`config.mk`:
```
export PLATFORM = sky130hd
export DESIGN_NAME = mcu_sfr
export DESIGN_NICKNAME = d
export VERILOG_FILES = /design/src/hdl/mcu_sfr_pkg.sv /design/src/hdl/mcu_sfr.sv
export SDC_FILE = /design/constraint.sdc
export NUM_CORES = 1
export LEC_CHECK = 0
export ABC_CLOCK_PERIOD_IN_PS = 4100
export BUFFER_PORTS_ARGS = -buffer_cell sky130_fd_sc_hd__buf_2
export CORE_ASPECT_RATIO = 1.4
export CORE_MARGIN = 5
export CORE_UTILIZATION = 55
export CTS_CLUSTER_SIZE = 10
export DETAILED_ROUTE_END_ITERATION = 6
export GPL_ROUTABILITY_DRIVEN = 0
export PLACE_DENSITY = 0.75
export RECOVER_POWER = 50
export SLEW_MARGIN = 5
export SYNTH_ARGS = -nofsm -noshare
export SYNTH_HDL_FRONTEND = slang
export SYNTH_SLANG_ARGS = --single-unit
```
`constraint.sdc`:
```
create_clock -name ref_clk_i -period 4.1 [get_ports ref_clk_i]
set_input_delay 0.205 -clock ref_clk_i [delete_from_list [all_inputs] [get_ports ref_clk_i]]
set_output_delay 0.205 -clock ref_clk_i [all_outputs]
set_load 0.05 [all_outputs]
```
`src/hdl/mcu_sfr_pkg.sv`:
```
// package of the special-function register set: addresses, reset values, types.
// assumes a single 40 MHz reference clock standing in for the fast rc oscillator.
package mcu_sfr_pkg;

	// common space addresses
	localparam logic [4:0] ADDR_FLAGS     = 5'h00;
	localparam logic [4:0] ADDR_A_DIR     = 5'h02;
	localparam logic [4:0] ADDR_A_PINS    = 5'h03;
	localparam logic [4:0] ADDR_C_CTRL    = 5'h04;
	localparam logic [4:0] ADDR_B_DIR     = 5'h05;
	localparam logic [4:0] ADDR_B_PINS    = 5'h06;
	localparam logic [4:0] ADDR_SCRATCH_A = 5'h07;
	localparam logic [4:0] ADDR_D_DIR     = 5'h0c;
	localparam logic [4:0] ADDR_D_PINS    = 5'h0d;
	localparam logic [4:0] ADDR_TIMER_CTL = 5'h0e;
	localparam logic [4:0] ADDR_SCRATCH_B = 5'h0f;
	localparam logic [4:0] ADDR_COUNT_LO  = 5'h11;
	localparam logic [4:0] ADDR_COUNT_HI  = 5'h12;
	localparam logic [4:0] ADDR_IR_CTL    = 5'h13;
	localparam logic [4:0] ADDR_PTR_LO    = 5'h18;
	localparam logic [4:0] ADDR_PTR_MID   = 5'h19;
	localparam logic [4:0] ADDR_PTR_HI    = 5'h1a;
	localparam logic [4:0] ADDR_ROM_LO    = 5'h1c;
	localparam logic [4:0] ADDR_ROM_MID   = 5'h1d;
	localparam logic [4:0] ADDR_ROM_HI    = 5'h1e;

	// extended space addresses
	localparam logic [3:0] EXT_A_PULLUP = 4'h0;
	localparam logic [3:0] EXT_B_PULLUP = 4'h2;
	localparam logic [3:0] EXT_D_PULLUP = 4'h4;
	localparam logic [3:0] EXT_A_WAKE   = 4'h6;
	localparam logic [3:0] EXT_B_WAKE   = 4'h7;
	localparam logic [3:0] EXT_D_WAKE   = 4'h8;

	// field positions and special values
	localparam int         TCTL_EN_BIT   = 3;
	localparam int         TCTL_FLAG_BIT = 2;
	localparam logic [3:0] IR_RESET      = 4'h8;
	localparam logic [3:0] DOG_CLEAR_KEY = 4'h5;
	localparam logic [7:0] COUNT_PRE_TOP = 8'hfe;
	localparam logic [7:0] COUNT_TOP     = 8'hff;
	localparam logic [4:0] PTR_BAD_HEAD  = 5'h13; // pointer bits 9..5 of 260h..27fh

	// timing: core clock is the oscillator divided by four
	localparam int         REF_CLK_HZ        = 40000000;
	localparam int         CORE_DIV          = 4;
	localparam logic [1:0] CORE_DIV_LAST     = 2'(CORE_DIV - 1);
	localparam int         PRE_W             = 13;  // divides up to 8192
	localparam int         PRE_TAP_BASE      = 9;   // tap for divide by 1024
	localparam real        DOG_PERIOD_S      = 0.262;
	localparam int         DOG_CORE_TICKS    = $rtoi(DOG_PERIOD_S * REF_CLK_HZ / CORE_DIV);
	localparam int         DOG_W             = 22;
	localparam logic [6:0] STABLE_CORE_TICKS = 7'h40;

	// operating modes, one-hot
	typedef enum logic [2:0] {
		MODE_RUN    = 3'h1,
		MODE_HALTED = 3'h2,
		MODE_STABLE = 3'h4
	} mode_e;

	// one register access from the core
	typedef struct packed {
		logic       rd;
		logic       wr;
		logic       ext;   // extended-space store
		logic [4:0] addr;
		logic [3:0] data;
	} sfr_req_s;

	// whole state of the register set
	typedef struct packed {
		logic              zero_flag;
		logic              carry_flag;
		logic [3:0]        dir_a;
		logic [2:0]        lat_a;
		logic [3:0]        pc_ctl;
		logic [3:0]        dir_b;
		logic [3:0]        lat_b;
		logic [3:0]        scr_a;
		logic [3:0]        dir_d;
		logic [3:0]        lat_d;
		logic [3:0]        tctl;
		logic [3:0]        scr_b;
		logic [7:0]        count;
		logic [3:0]        ir;
		logic [9:0]        ptr;
		logic [3:0]        pu_a;
		logic [3:0]        pu_b;
		logic [3:0]        pu_d;
		logic [3:0]        wk_a;
		logic [3:0]        wk_b;
		logic [3:0]        wk_d;
		logic [PRE_W-1:0]  pre;
		logic [1:0]        core_div;
		logic [DOG_W-1:0]  wdog;
		logic [6:0]        stable;
		mode_e             mode;
		logic [12:0]       pin_prev;
		logic [3:0]        rdata;
		logic [2:0]        oe_a;
		logic [3:0]        oe_b;
		logic [3:0]        oe_d;
		logic              oe_c;
		logic [3:0]        pull_a;
		logic [3:0]        pull_b;
		logic [3:0]        pull_d;
		logic              pull_c;
		logic              wake;
		logic              sys_reset;
		logic              osc_run;
	} sfr_state_s;

	localparam sfr_state_s STATE_RESET = '{
		ir: IR_RESET, mode: MODE_RUN, sys_reset: 1'b1, osc_run: 1'b1, default: '0};

endpackage : mcu_sfr_pkg

```
`src/hdl/mcu_sfr.sv`:
```
// special-function register set of a 4-bit controller: flags, ports, timer,
// program-memory read-back, watchdog, halt and wake-up, reset merging.
// assumes the core presents one access per cycle and the rom array answers combinationally.
// Notes on behaviour
// flags in bits 1..0, upper bits read zero
// port a direction bits, spare bit three
// port a reads pins, writes drive 0..2
// port c: data, direction, wake, pull-up
// port b and d direction plus data
// timer control: run, overflow, prescale select
// timer held zero unless run enabled
// overflow on fe to ff, count wraps
// overflow flag sticky until software clears
// software reads count low then high
// ir pin level and carrier select, reset 1000
// ten-bit rom pointer, top bits zero
// rom word nibbles read at pointer
// writing 05h to 1dh clears watchdog
// optional watchdog resets system on timeout
// watchdog cleared on wake, reset, software
// six write-only extended registers in a sixteen-address space
// extended pull-up enables for a, b, d
// extended wake enables for a, b, d
// halt stops clock, pin edge wakes
// system reset ends halt normally
// reset merges power-on, low voltage, watchdog
// halt forces wake-enabled a, b pins input
// output pins read latch, pull-up off
// core clock is oscillator divided by four
// reserved and read-only writes ignored
// free-running prescaler, select applies next edge
module mcu_sfr #(
	parameter int DOG_CORE_TICKS = mcu_sfr_pkg::DOG_CORE_TICKS // watchdog period in core ticks
) (
	input  wire logic                  ref_clk_i,     // oscillator clock, 40 MHz
	input  wire logic                  nrst_i,        // power-on reset, active low
	input  wire logic                  low_voltage_reset_i, // low-voltage reset request
	input  wire logic                  dog_option_i,  // fixed watchdog enable option
	input  wire logic                  halt_i,        // halt instruction executed
	input  wire mcu_sfr_pkg::sfr_req_s req_i,         // register access from the core
	output logic [3:0]                 rdata_o,       // read data, next cycle
	output logic [9:0]                 rom_addr_o,    // program-memory read address
	input  wire logic [11:0]           rom_data_i,    // program word at rom_addr_o
	input  wire logic [3:0]            pa_i,          // port a pin levels
	output logic [2:0]                 pa_o,          // port a output latch
	output logic [2:0]                 pa_oe_o,       // port a drive enable
	output logic [3:0]                 pa_pu_o,       // port a pull-up on
	input  wire logic [3:0]            pb_i,          // port b pin levels
	output logic [3:0]                 pb_o,          // port b output latch
	output logic [3:0]                 pb_oe_o,       // port b drive enable
	output logic [3:0]                 pb_pu_o,       // port b pull-up on
	input  wire logic [3:0]            pd_i,          // port d pin levels
	output logic [3:0]                 pd_o,          // port d output latch
	output logic [3:0]                 pd_oe_o,       // port d drive enable
	output logic [3:0]                 pd_pu_o,       // port d pull-up on
	input  wire logic                  pc_i,          // port c pin level
	output logic                       pc_o,          // port c output latch
	output logic                       pc_oe_o,       // port c drive enable
	output logic                       pc_pu_o,       // port c pull-up on
	output logic                       ir_level_o,    // ir pin level
	output logic [2:0]                 carrier_sel_o, // ir carrier duty/frequency
	output logic                       osc_run_o,     // oscillator running
	output logic                       wake_o,        // resume at 004h, one pulse
	output logic                       sys_reset_o    // merged system reset, high
);

	localparam logic [mcu_sfr_pkg::DOG_W-1:0] DOG_LAST = mcu_sfr_pkg::DOG_W'(DOG_CORE_TICKS - 1);
	localparam logic [6:0] STABLE_LAST = mcu_sfr_pkg::STABLE_CORE_TICKS - 7'h01;

	mcu_sfr_pkg::sfr_state_s st_reg;
	mcu_sfr_pkg::sfr_state_s st_next;
	logic                         core_tick;
	logic [mcu_sfr_pkg::PRE_W-1:0] pre_inc;
	logic                         timer_tick;
	logic                         dog_ovf;
	logic                         wr_c;
	logic                         wr_x;
	logic [12:0]                  pins_now;
	logic [12:0]                  wake_en;
	logic                         wake_edge;
	logic                         in_halt;
	logic [3:0]                   rd_mux;

	// core clock tick; the oscillator, and with it every core tick, stops in halt
	assign core_tick = (st_reg.mode != mcu_sfr_pkg::MODE_HALTED)
		&& (st_reg.core_div == mcu_sfr_pkg::CORE_DIV_LAST);

	// prescaler tap rises: the select only picks which bit is watched, so a change
	// takes effect at the next rising edge of the newly chosen bit
	assign pre_inc    = st_reg.pre + mcu_sfr_pkg::PRE_W'(1);
	assign timer_tick = core_tick
		&& !st_reg.pre[mcu_sfr_pkg::PRE_TAP_BASE + 3 - int'(st_reg.tctl[1:0])]
		&& pre_inc[mcu_sfr_pkg::PRE_TAP_BASE + 3 - int'(st_reg.tctl[1:0])];

	// watchdog timeout, only with the option fitted
	assign dog_ovf = dog_option_i && core_tick && (st_reg.wdog == DOG_LAST);

	// access decode
	assign wr_c = req_i.wr && !req_i.ext;
	assign wr_x = req_i.wr && req_i.ext;

	// level-change wake: pa3 is input-only but can still wake
	assign pins_now  = {pc_i, pd_i, pb_i, pa_i};
	assign wake_en   = {st_reg.pc_ctl[2], st_reg.wk_d, st_reg.wk_b, st_reg.wk_a};
	assign wake_edge = |((pins_now ^ st_reg.pin_prev) & wake_en);

	// read multiplexer; output pins return the latch, inputs the pin
	always_comb begin
		rd_mux = 4'h0; // reserved addresses read as zero R26
		case (req_i.addr)
			mcu_sfr_pkg::ADDR_FLAGS:     rd_mux = {2'b00, st_reg.carry_flag, st_reg.zero_flag};
			mcu_sfr_pkg::ADDR_A_DIR:     rd_mux = st_reg.dir_a;
			mcu_sfr_pkg::ADDR_A_PINS:    rd_mux = {pa_i[3],
				(st_reg.oe_a & st_reg.lat_a) | (~st_reg.oe_a & pa_i[2:0])};
			mcu_sfr_pkg::ADDR_C_CTRL:    rd_mux = {st_reg.pc_ctl[3:1],
				st_reg.oe_c ? st_reg.pc_ctl[0] : pc_i};
			mcu_sfr_pkg::ADDR_B_DIR:     rd_mux = st_reg.dir_b;
			mcu_sfr_pkg::ADDR_B_PINS:    rd_mux =
				(st_reg.oe_b & st_reg.lat_b) | (~st_reg.oe_b & pb_i);
			mcu_sfr_pkg::ADDR_SCRATCH_A: rd_mux = st_reg.scr_a;
			mcu_sfr_pkg::ADDR_D_DIR:     rd_mux = st_reg.dir_d;
			mcu_sfr_pkg::ADDR_D_PINS:    rd_mux =
				(st_reg.oe_d & st_reg.lat_d) | (~st_reg.oe_d & pd_i);
			mcu_sfr_pkg::ADDR_TIMER_CTL: rd_mux = st_reg.tctl;
			mcu_sfr_pkg::ADDR_SCRATCH_B: rd_mux = st_reg.scr_b;
			mcu_sfr_pkg::ADDR_COUNT_LO:  rd_mux = st_reg.count[3:0];
			mcu_sfr_pkg::ADDR_COUNT_HI:  rd_mux = st_reg.count[7:4];
			mcu_sfr_pkg::ADDR_IR_CTL:    rd_mux = st_reg.ir;
			mcu_sfr_pkg::ADDR_PTR_LO:    rd_mux = st_reg.ptr[3:0];
			mcu_sfr_pkg::ADDR_PTR_MID:   rd_mux = st_reg.ptr[7:4];
			mcu_sfr_pkg::ADDR_PTR_HI:    rd_mux = {2'b00, st_reg.ptr[9:8]};
			mcu_sfr_pkg::ADDR_ROM_LO:    rd_mux = rom_data_i[3:0];
			mcu_sfr_pkg::ADDR_ROM_MID:   rd_mux = rom_data_i[7:4];
			mcu_sfr_pkg::ADDR_ROM_HI:    rd_mux = rom_data_i[11:8];
			default:                     rd_mux = 4'h0;
		endcase
	end

	// next state of the whole register set
	always_comb begin
		st_next           = st_reg;
		st_next.wake      = 1'b0;
		st_next.sys_reset = 1'b0;
		st_next.pin_prev  = pins_now;

		// oscillator divider and free-running prescaler
		if (st_reg.mode != mcu_sfr_pkg::MODE_HALTED) begin
			st_next.core_div = st_reg.core_div + 2'h1;
		end
		if (core_tick) begin
			st_next.pre = pre_inc;
		end

		// software reads: the read-back is latched so the core sees a stable value
		if (req_i.rd && !req_i.ext) begin
			st_next.rdata = rd_mux;
		end

		// common-space writes; read-only fields and reserved addresses keep still R26
		if (wr_c) begin
			case (req_i.addr)
				mcu_sfr_pkg::ADDR_FLAGS: begin
					st_next.zero_flag  = req_i.data[0];
					st_next.carry_flag = req_i.data[1];
				end
				mcu_sfr_pkg::ADDR_A_DIR:     st_next.dir_a  = req_i.data;
				mcu_sfr_pkg::ADDR_A_PINS:    st_next.lat_a  = req_i.data[2:0];
				mcu_sfr_pkg::ADDR_C_CTRL:    st_next.pc_ctl = req_i.data;
				mcu_sfr_pkg::ADDR_B_DIR:     st_next.dir_b  = req_i.data;
				mcu_sfr_pkg::ADDR_B_PINS:    st_next.lat_b  = req_i.data;
				mcu_sfr_pkg::ADDR_SCRATCH_A: st_next.scr_a  = req_i.data;
				mcu_sfr_pkg::ADDR_D_DIR:     st_next.dir_d  = req_i.data;
				mcu_sfr_pkg::ADDR_D_PINS:    st_next.lat_d  = req_i.data;
				mcu_sfr_pkg::ADDR_TIMER_CTL: begin
					st_next.tctl[1:0] = req_i.data[1:0];
					st_next.tctl[mcu_sfr_pkg::TCTL_EN_BIT] =
						req_i.data[mcu_sfr_pkg::TCTL_EN_BIT];
					// writing 0 clears the flag, writing 1 leaves it alone
					if (!req_i.data[mcu_sfr_pkg::TCTL_FLAG_BIT]) begin
						st_next.tctl[mcu_sfr_pkg::TCTL_FLAG_BIT] = 1'b0;
					end
				end
				mcu_sfr_pkg::ADDR_SCRATCH_B: st_next.scr_b   = req_i.data;
				mcu_sfr_pkg::ADDR_IR_CTL:    st_next.ir      = req_i.data;
				mcu_sfr_pkg::ADDR_PTR_LO:    st_next.ptr[3:0] = req_i.data;
				mcu_sfr_pkg::ADDR_PTR_MID:   st_next.ptr[7:4] = req_i.data;
				mcu_sfr_pkg::ADDR_PTR_HI:    st_next.ptr[9:8] = req_i.data[1:0];
				default: ;
			endcase
		end

		// a pointer into the unreadable top area drops its bit 9
		if (st_next.ptr[9:5] == mcu_sfr_pkg::PTR_BAD_HEAD) begin
			st_next.ptr[9] = 1'b0;
		end

		// extended-space stores, write-only
		if (wr_x) begin
			case (req_i.addr[3:0])
				mcu_sfr_pkg::EXT_A_PULLUP: st_next.pu_a = req_i.data;
				mcu_sfr_pkg::EXT_B_PULLUP: st_next.pu_b = req_i.data;
				mcu_sfr_pkg::EXT_D_PULLUP: st_next.pu_d = req_i.data;
				mcu_sfr_pkg::EXT_A_WAKE:   st_next.wk_a = req_i.data;
				mcu_sfr_pkg::EXT_B_WAKE:   st_next.wk_b = req_i.data;
				mcu_sfr_pkg::EXT_D_WAKE:   st_next.wk_d = req_i.data;
				default: ;
			endcase
		end

		// timer: held at zero while stopped, wraps freely while running
		if (!st_reg.tctl[mcu_sfr_pkg::TCTL_EN_BIT]) begin
			st_next.count = 8'h00;
		end else if (timer_tick) begin
			st_next.count = st_reg.count + 8'h01;
			if (st_reg.count == mcu_sfr_pkg::COUNT_PRE_TOP) begin
				// set wins over a clear in the same cycle
				st_next.tctl[mcu_sfr_pkg::TCTL_FLAG_BIT] = 1'b1;
			end
		end

		// watchdog counts core ticks; cleared by the key write or a wake-up
		if (!dog_option_i) begin
			st_next.wdog = '0;
		end else if (core_tick) begin
			st_next.wdog = st_reg.wdog + mcu_sfr_pkg::DOG_W'(1);
		end
		if (wr_c && req_i.addr == mcu_sfr_pkg::ADDR_ROM_MID
			&& req_i.data == mcu_sfr_pkg::DOG_CLEAR_KEY) begin
			st_next.wdog = '0;
		end

		// halt and wake sequence
		case (st_reg.mode)
			mcu_sfr_pkg::MODE_RUN: begin
				if (halt_i) begin
					st_next.mode     = mcu_sfr_pkg::MODE_HALTED;
					st_next.core_div = 2'h0;
				end
			end
			mcu_sfr_pkg::MODE_HALTED: begin
				if (wake_edge) begin
					st_next.mode   = mcu_sfr_pkg::MODE_STABLE;
					st_next.stable = 7'h00;
					st_next.wdog   = '0;
				end
			end
			mcu_sfr_pkg::MODE_STABLE: begin
				// the core is released only after the clock has settled
				if (core_tick) begin
					st_next.stable = st_reg.stable + 7'h01;
					if (st_reg.stable == STABLE_LAST) begin
						st_next.mode = mcu_sfr_pkg::MODE_RUN;
						st_next.wake = 1'b1;
					end
				end
			end
			default: st_next.mode = mcu_sfr_pkg::MODE_RUN;
		endcase
		st_next.osc_run = (st_next.mode != mcu_sfr_pkg::MODE_HALTED);

		// pin drivers follow the next state so outputs stay registered
		in_halt        = (st_next.mode != mcu_sfr_pkg::MODE_RUN);
		st_next.oe_a   = st_next.dir_a[2:0] & ~({3{in_halt}} & st_next.wk_a[2:0]);
		st_next.oe_b   = st_next.dir_b & ~({4{in_halt}} & st_next.wk_b);
		st_next.oe_d   = st_next.dir_d;
		st_next.oe_c   = st_next.pc_ctl[1];
		st_next.pull_a = st_next.pu_a & ~{1'b0, st_next.oe_a};
		st_next.pull_b = st_next.pu_b & ~st_next.oe_b;
		st_next.pull_d = st_next.pu_d & ~st_next.oe_d;
		st_next.pull_c = st_next.pc_ctl[3] & ~st_next.oe_c;

		// low-voltage or watchdog reset restarts everything; a low-voltage reset also ends halt, where the watchdog does not count
		if (low_voltage_reset_i || dog_ovf) begin
			st_next = mcu_sfr_pkg::STATE_RESET;
		end
	end

	// single state register; power-on reset is the asynchronous source
	always_ff @(posedge ref_clk_i or negedge nrst_i) begin
		if (!nrst_i) begin
			st_reg <= mcu_sfr_pkg::STATE_RESET;
		end else begin
			st_reg <= st_next;
		end
	end

	// outputs straight from the state register
	assign rdata_o       = st_reg.rdata;
	assign rom_addr_o    = st_reg.ptr;
	assign pa_o          = st_reg.lat_a;
	assign pa_oe_o       = st_reg.oe_a;
	assign pa_pu_o       = st_reg.pull_a;
	assign pb_o          = st_reg.lat_b;
	assign pb_oe_o       = st_reg.oe_b;
	assign pb_pu_o       = st_reg.pull_b;
	assign pd_o          = st_reg.lat_d;
	assign pd_oe_o       = st_reg.oe_d;
	assign pd_pu_o       = st_reg.pull_d;
	assign pc_o          = st_reg.pc_ctl[0];
	assign pc_oe_o       = st_reg.oe_c;
	assign pc_pu_o       = st_reg.pull_c;
	assign ir_level_o    = st_reg.ir[3];
	assign carrier_sel_o = st_reg.ir[2:0];
	assign osc_run_o     = st_reg.osc_run;
	assign wake_o        = st_reg.wake;
	assign sys_reset_o   = st_reg.sys_reset;
endmodule : mcu_sfr

```
==> metrics <==
outcome finished with violations; violations in the final reports capacitance limit, slew limit; cts repair resizes 0; layout cell share with drive strength beyond 1 11.8%; Sw Pwr 0.904 mW; # setup viols final 0; unrepaired setup endpoints after global routing no; final core utilization 60.5%; I/O pin count 100; Cells after Synth 969; Rows 56; Remaining DRCs 0; Area Growth Syn to Fin 8.26%; Routed Antenna Nets 0; total CTS buffers 17; Post-DP Area 9540 um^2; final net count 1038; Die Width 120 um; Final Hold Violating Endpoints 0; max-slew violations 109; Initial Util 55.9%; Placed Cells 1172; drt pass-1 iters 5; f_max 334 MHz; initial antenna violation count 1; Leak 4.35 nW; CTS H-tree depth 4; syn avg cell area 9.61 um^2; power density cells 364 nW/um^2; flops & latches, synth 173; final period utilization 73.0%; Worst Path Required 4.43 ns; crit-path max FO 36; final instance area 10100 um^2; aggregate routed wire length 24000 um; Port Buffers 99; count leader, synth dfrtp_1; CTS tree done; total power 3.67 mW; min cycle time layout 2.99 ns; Max-Cap Viols 1; Core ar. 16700 um^2; met1 Resource Use GR 30.9%; clock-pin transition on the worst setup and hold timing paths 0.07 ns; Int Pwr 2.77 mW; crit path kind reg2reg; Max IR drop VDD 0.227 mV; Main synth FF type dfrtp_1; global route overflow 0; Worst Hold Class in2reg; most frequent cells after synthesis dfrtp_1 (169), nor2_1 (106), nand2_1 (95); met3 Usage GRT 4.86%; clock share of power 45.6%; final setup TNS 0 ns; full die area 19700 um^2; DR vias/cell 6.10; Worst setup SP type register; Slew headroom -77.3%; initial DRC count 657; Reg power frac 47.3%; final cell count without fillers 1205; Hold WS 0.0262 ns; post-CTS setup-driven buffer insertion count 0; Critical Path Sink Type register; Setup Skew 0.00737 ns; Post-DP HPWL 16600 um; ys async rst share 100%; met2 usage 41.1%; most area-hungry cell type in the Yosys netlist dfrtp_1; Total GRT Usage 25.0%; largest net degree at the start of global routing 109; vias in the first global route 7239; clk buf depth 2; top area cells in the synthesized netlist dfrtp_1 (45%), mux2i_1 (5.8%), nor2_1 (4.3%); setup slack at placement 1.09 ns; Die Y 164 um; Skew-Pair Late Insertion Delay 0.43 ns; CTS sink cnt 173; worst path arrival time 3.32 ns; Syn Nets 1018; gr busiest metal met2; Root Buffer clkbuf_16; register area share after synthesis 46.5%; max reg flops 121; first-pass GRT wire length 38400 um; Least-Margin Pin Slew 2.66 ns; setup slack after layout 1.11 ns; Post-CTS Hold Buffers 1; Avg WL per Cell 19.9 um; fillcell total 1473; synthesized cell area 9320 um^2; ANT cells 0; Unique masters post-synth 67; Combinational Power Share 7.1%; post-synth top area share 45.4%; yosys warns 0; Switching Fraction 24.6%; Post-synth EDFFs 0; via count 7347
==> critical path, stage by stage (launching register included) <==
cell and delay, ns:
dfrtp_1 0.44, or3b_1 0.51, and4_1 0.32, a31oi_4 0.17, buf_4 0.34, nand4_1 0.76
a21oi_1 0.36
==> power groups by stage <==
stage               sequential, mW  combinational, mW  clock, mW
CTS                           1.73              0.262       1.71
detailed placement            1.77              0.259          0
finish                        1.74              0.261       1.67
global placement              1.77              0.258          0
global route                  1.74              0.285       1.78
floorplan                     1.77              0.146          0
==> cell families after synthesis <==
| group | Yosys count | share of synthesized area [%] |
|---|---|---|
| buffers and inverters | 121 | 7.04 |
| AND/OR/NAND/NOR | 407 | 22.1 |
| flip-flops | 173 | 46.5 |
| adder cells (fa/ha/maj) | 7 | 0.940 |
| multiplexers | 77 | 8.94 |
| AO/OA/AOI/OAI | 137 | 10.0 |
| XOR/XNOR | 47 | 4.42 |
==> layout by cell type, fill, tap and decap left out, types with 4 or more instances in the layout <==
cell type / instances
nand3_1: 58
a22oi_1: 12
o21ai_0: 20
nor4_1: 6
and4_1: 4
clkbuf_16: 17
mux2_2: 20
nor2_1: 106
clkinvlp_4: 4
nand4_1: 20
nor3_1: 19
ha_1: 7
nor2b_1: 9
mux2i_1: 54
inv_1: 11
and3_1: 11
o211ai_1: 4
a2111o_1: 4
and2_1: 34
a22o_1: 8
clkbuf_1: 59
dfrtp_1: 169
nand2b_1: 12
nand3b_1: 6
o31ai_1: 4
nand2_1: 95
dfstp_2: 4
xnor2_1: 14
a31oi_1: 7
a21oi_1: 49
buf_2: 40
nand4b_1: 5
buf_4: 10
xor2_1: 33
nor3b_1: 5
==> layout make-up <==
class	count	area [um^2]	area share (%)
Tap cell	203	254	2.52
Multi-Input combinational cell	675	4330	42.9
Timing Repair Buffer	110	508	5.04
Clock inverter	14	184	1.82
Sequential cell	173	4330	43.0
Inverter	12	45.0	0.447
Clock buffer	18	429	4.26
==> path summary, 6_finish.rpt <==
| path | cells after the start | startpoint | to | slack [ns] |
|---|---|---|---|---|
| max in group asynchronous | 3 | nrst_i | osc_run_o | 1.35 |
| min in group asynchronous | 2 | nrst_i | pa_pu_o[2] | 1.12 |
| worst min-delay path | 2 | pb_i[1] | st_reg[37] | 0.03 |
| worst min register to register | 1 | st_reg[53] | st_reg[53] | 0.49 |
| worst max-delay path | 6 | st_reg[47] | st_reg[56] | 1.11 |
| worst max register to register | 6 | st_reg[47] | st_reg[56] | 1.11 |
==> routing by layer <==
| layer | wire [um] | vias to the layer above |
|---|---|---|
| li1 | - | 3387 |
| met1 | 9400 | 3583 |
| met2 | 11800 | 297 |
| met3 | 1640 | 78 |
| met4 | 1100 | 2 |
| met5 | 7 | - |
Note: power is estimated with default switching activity, not from simulation.
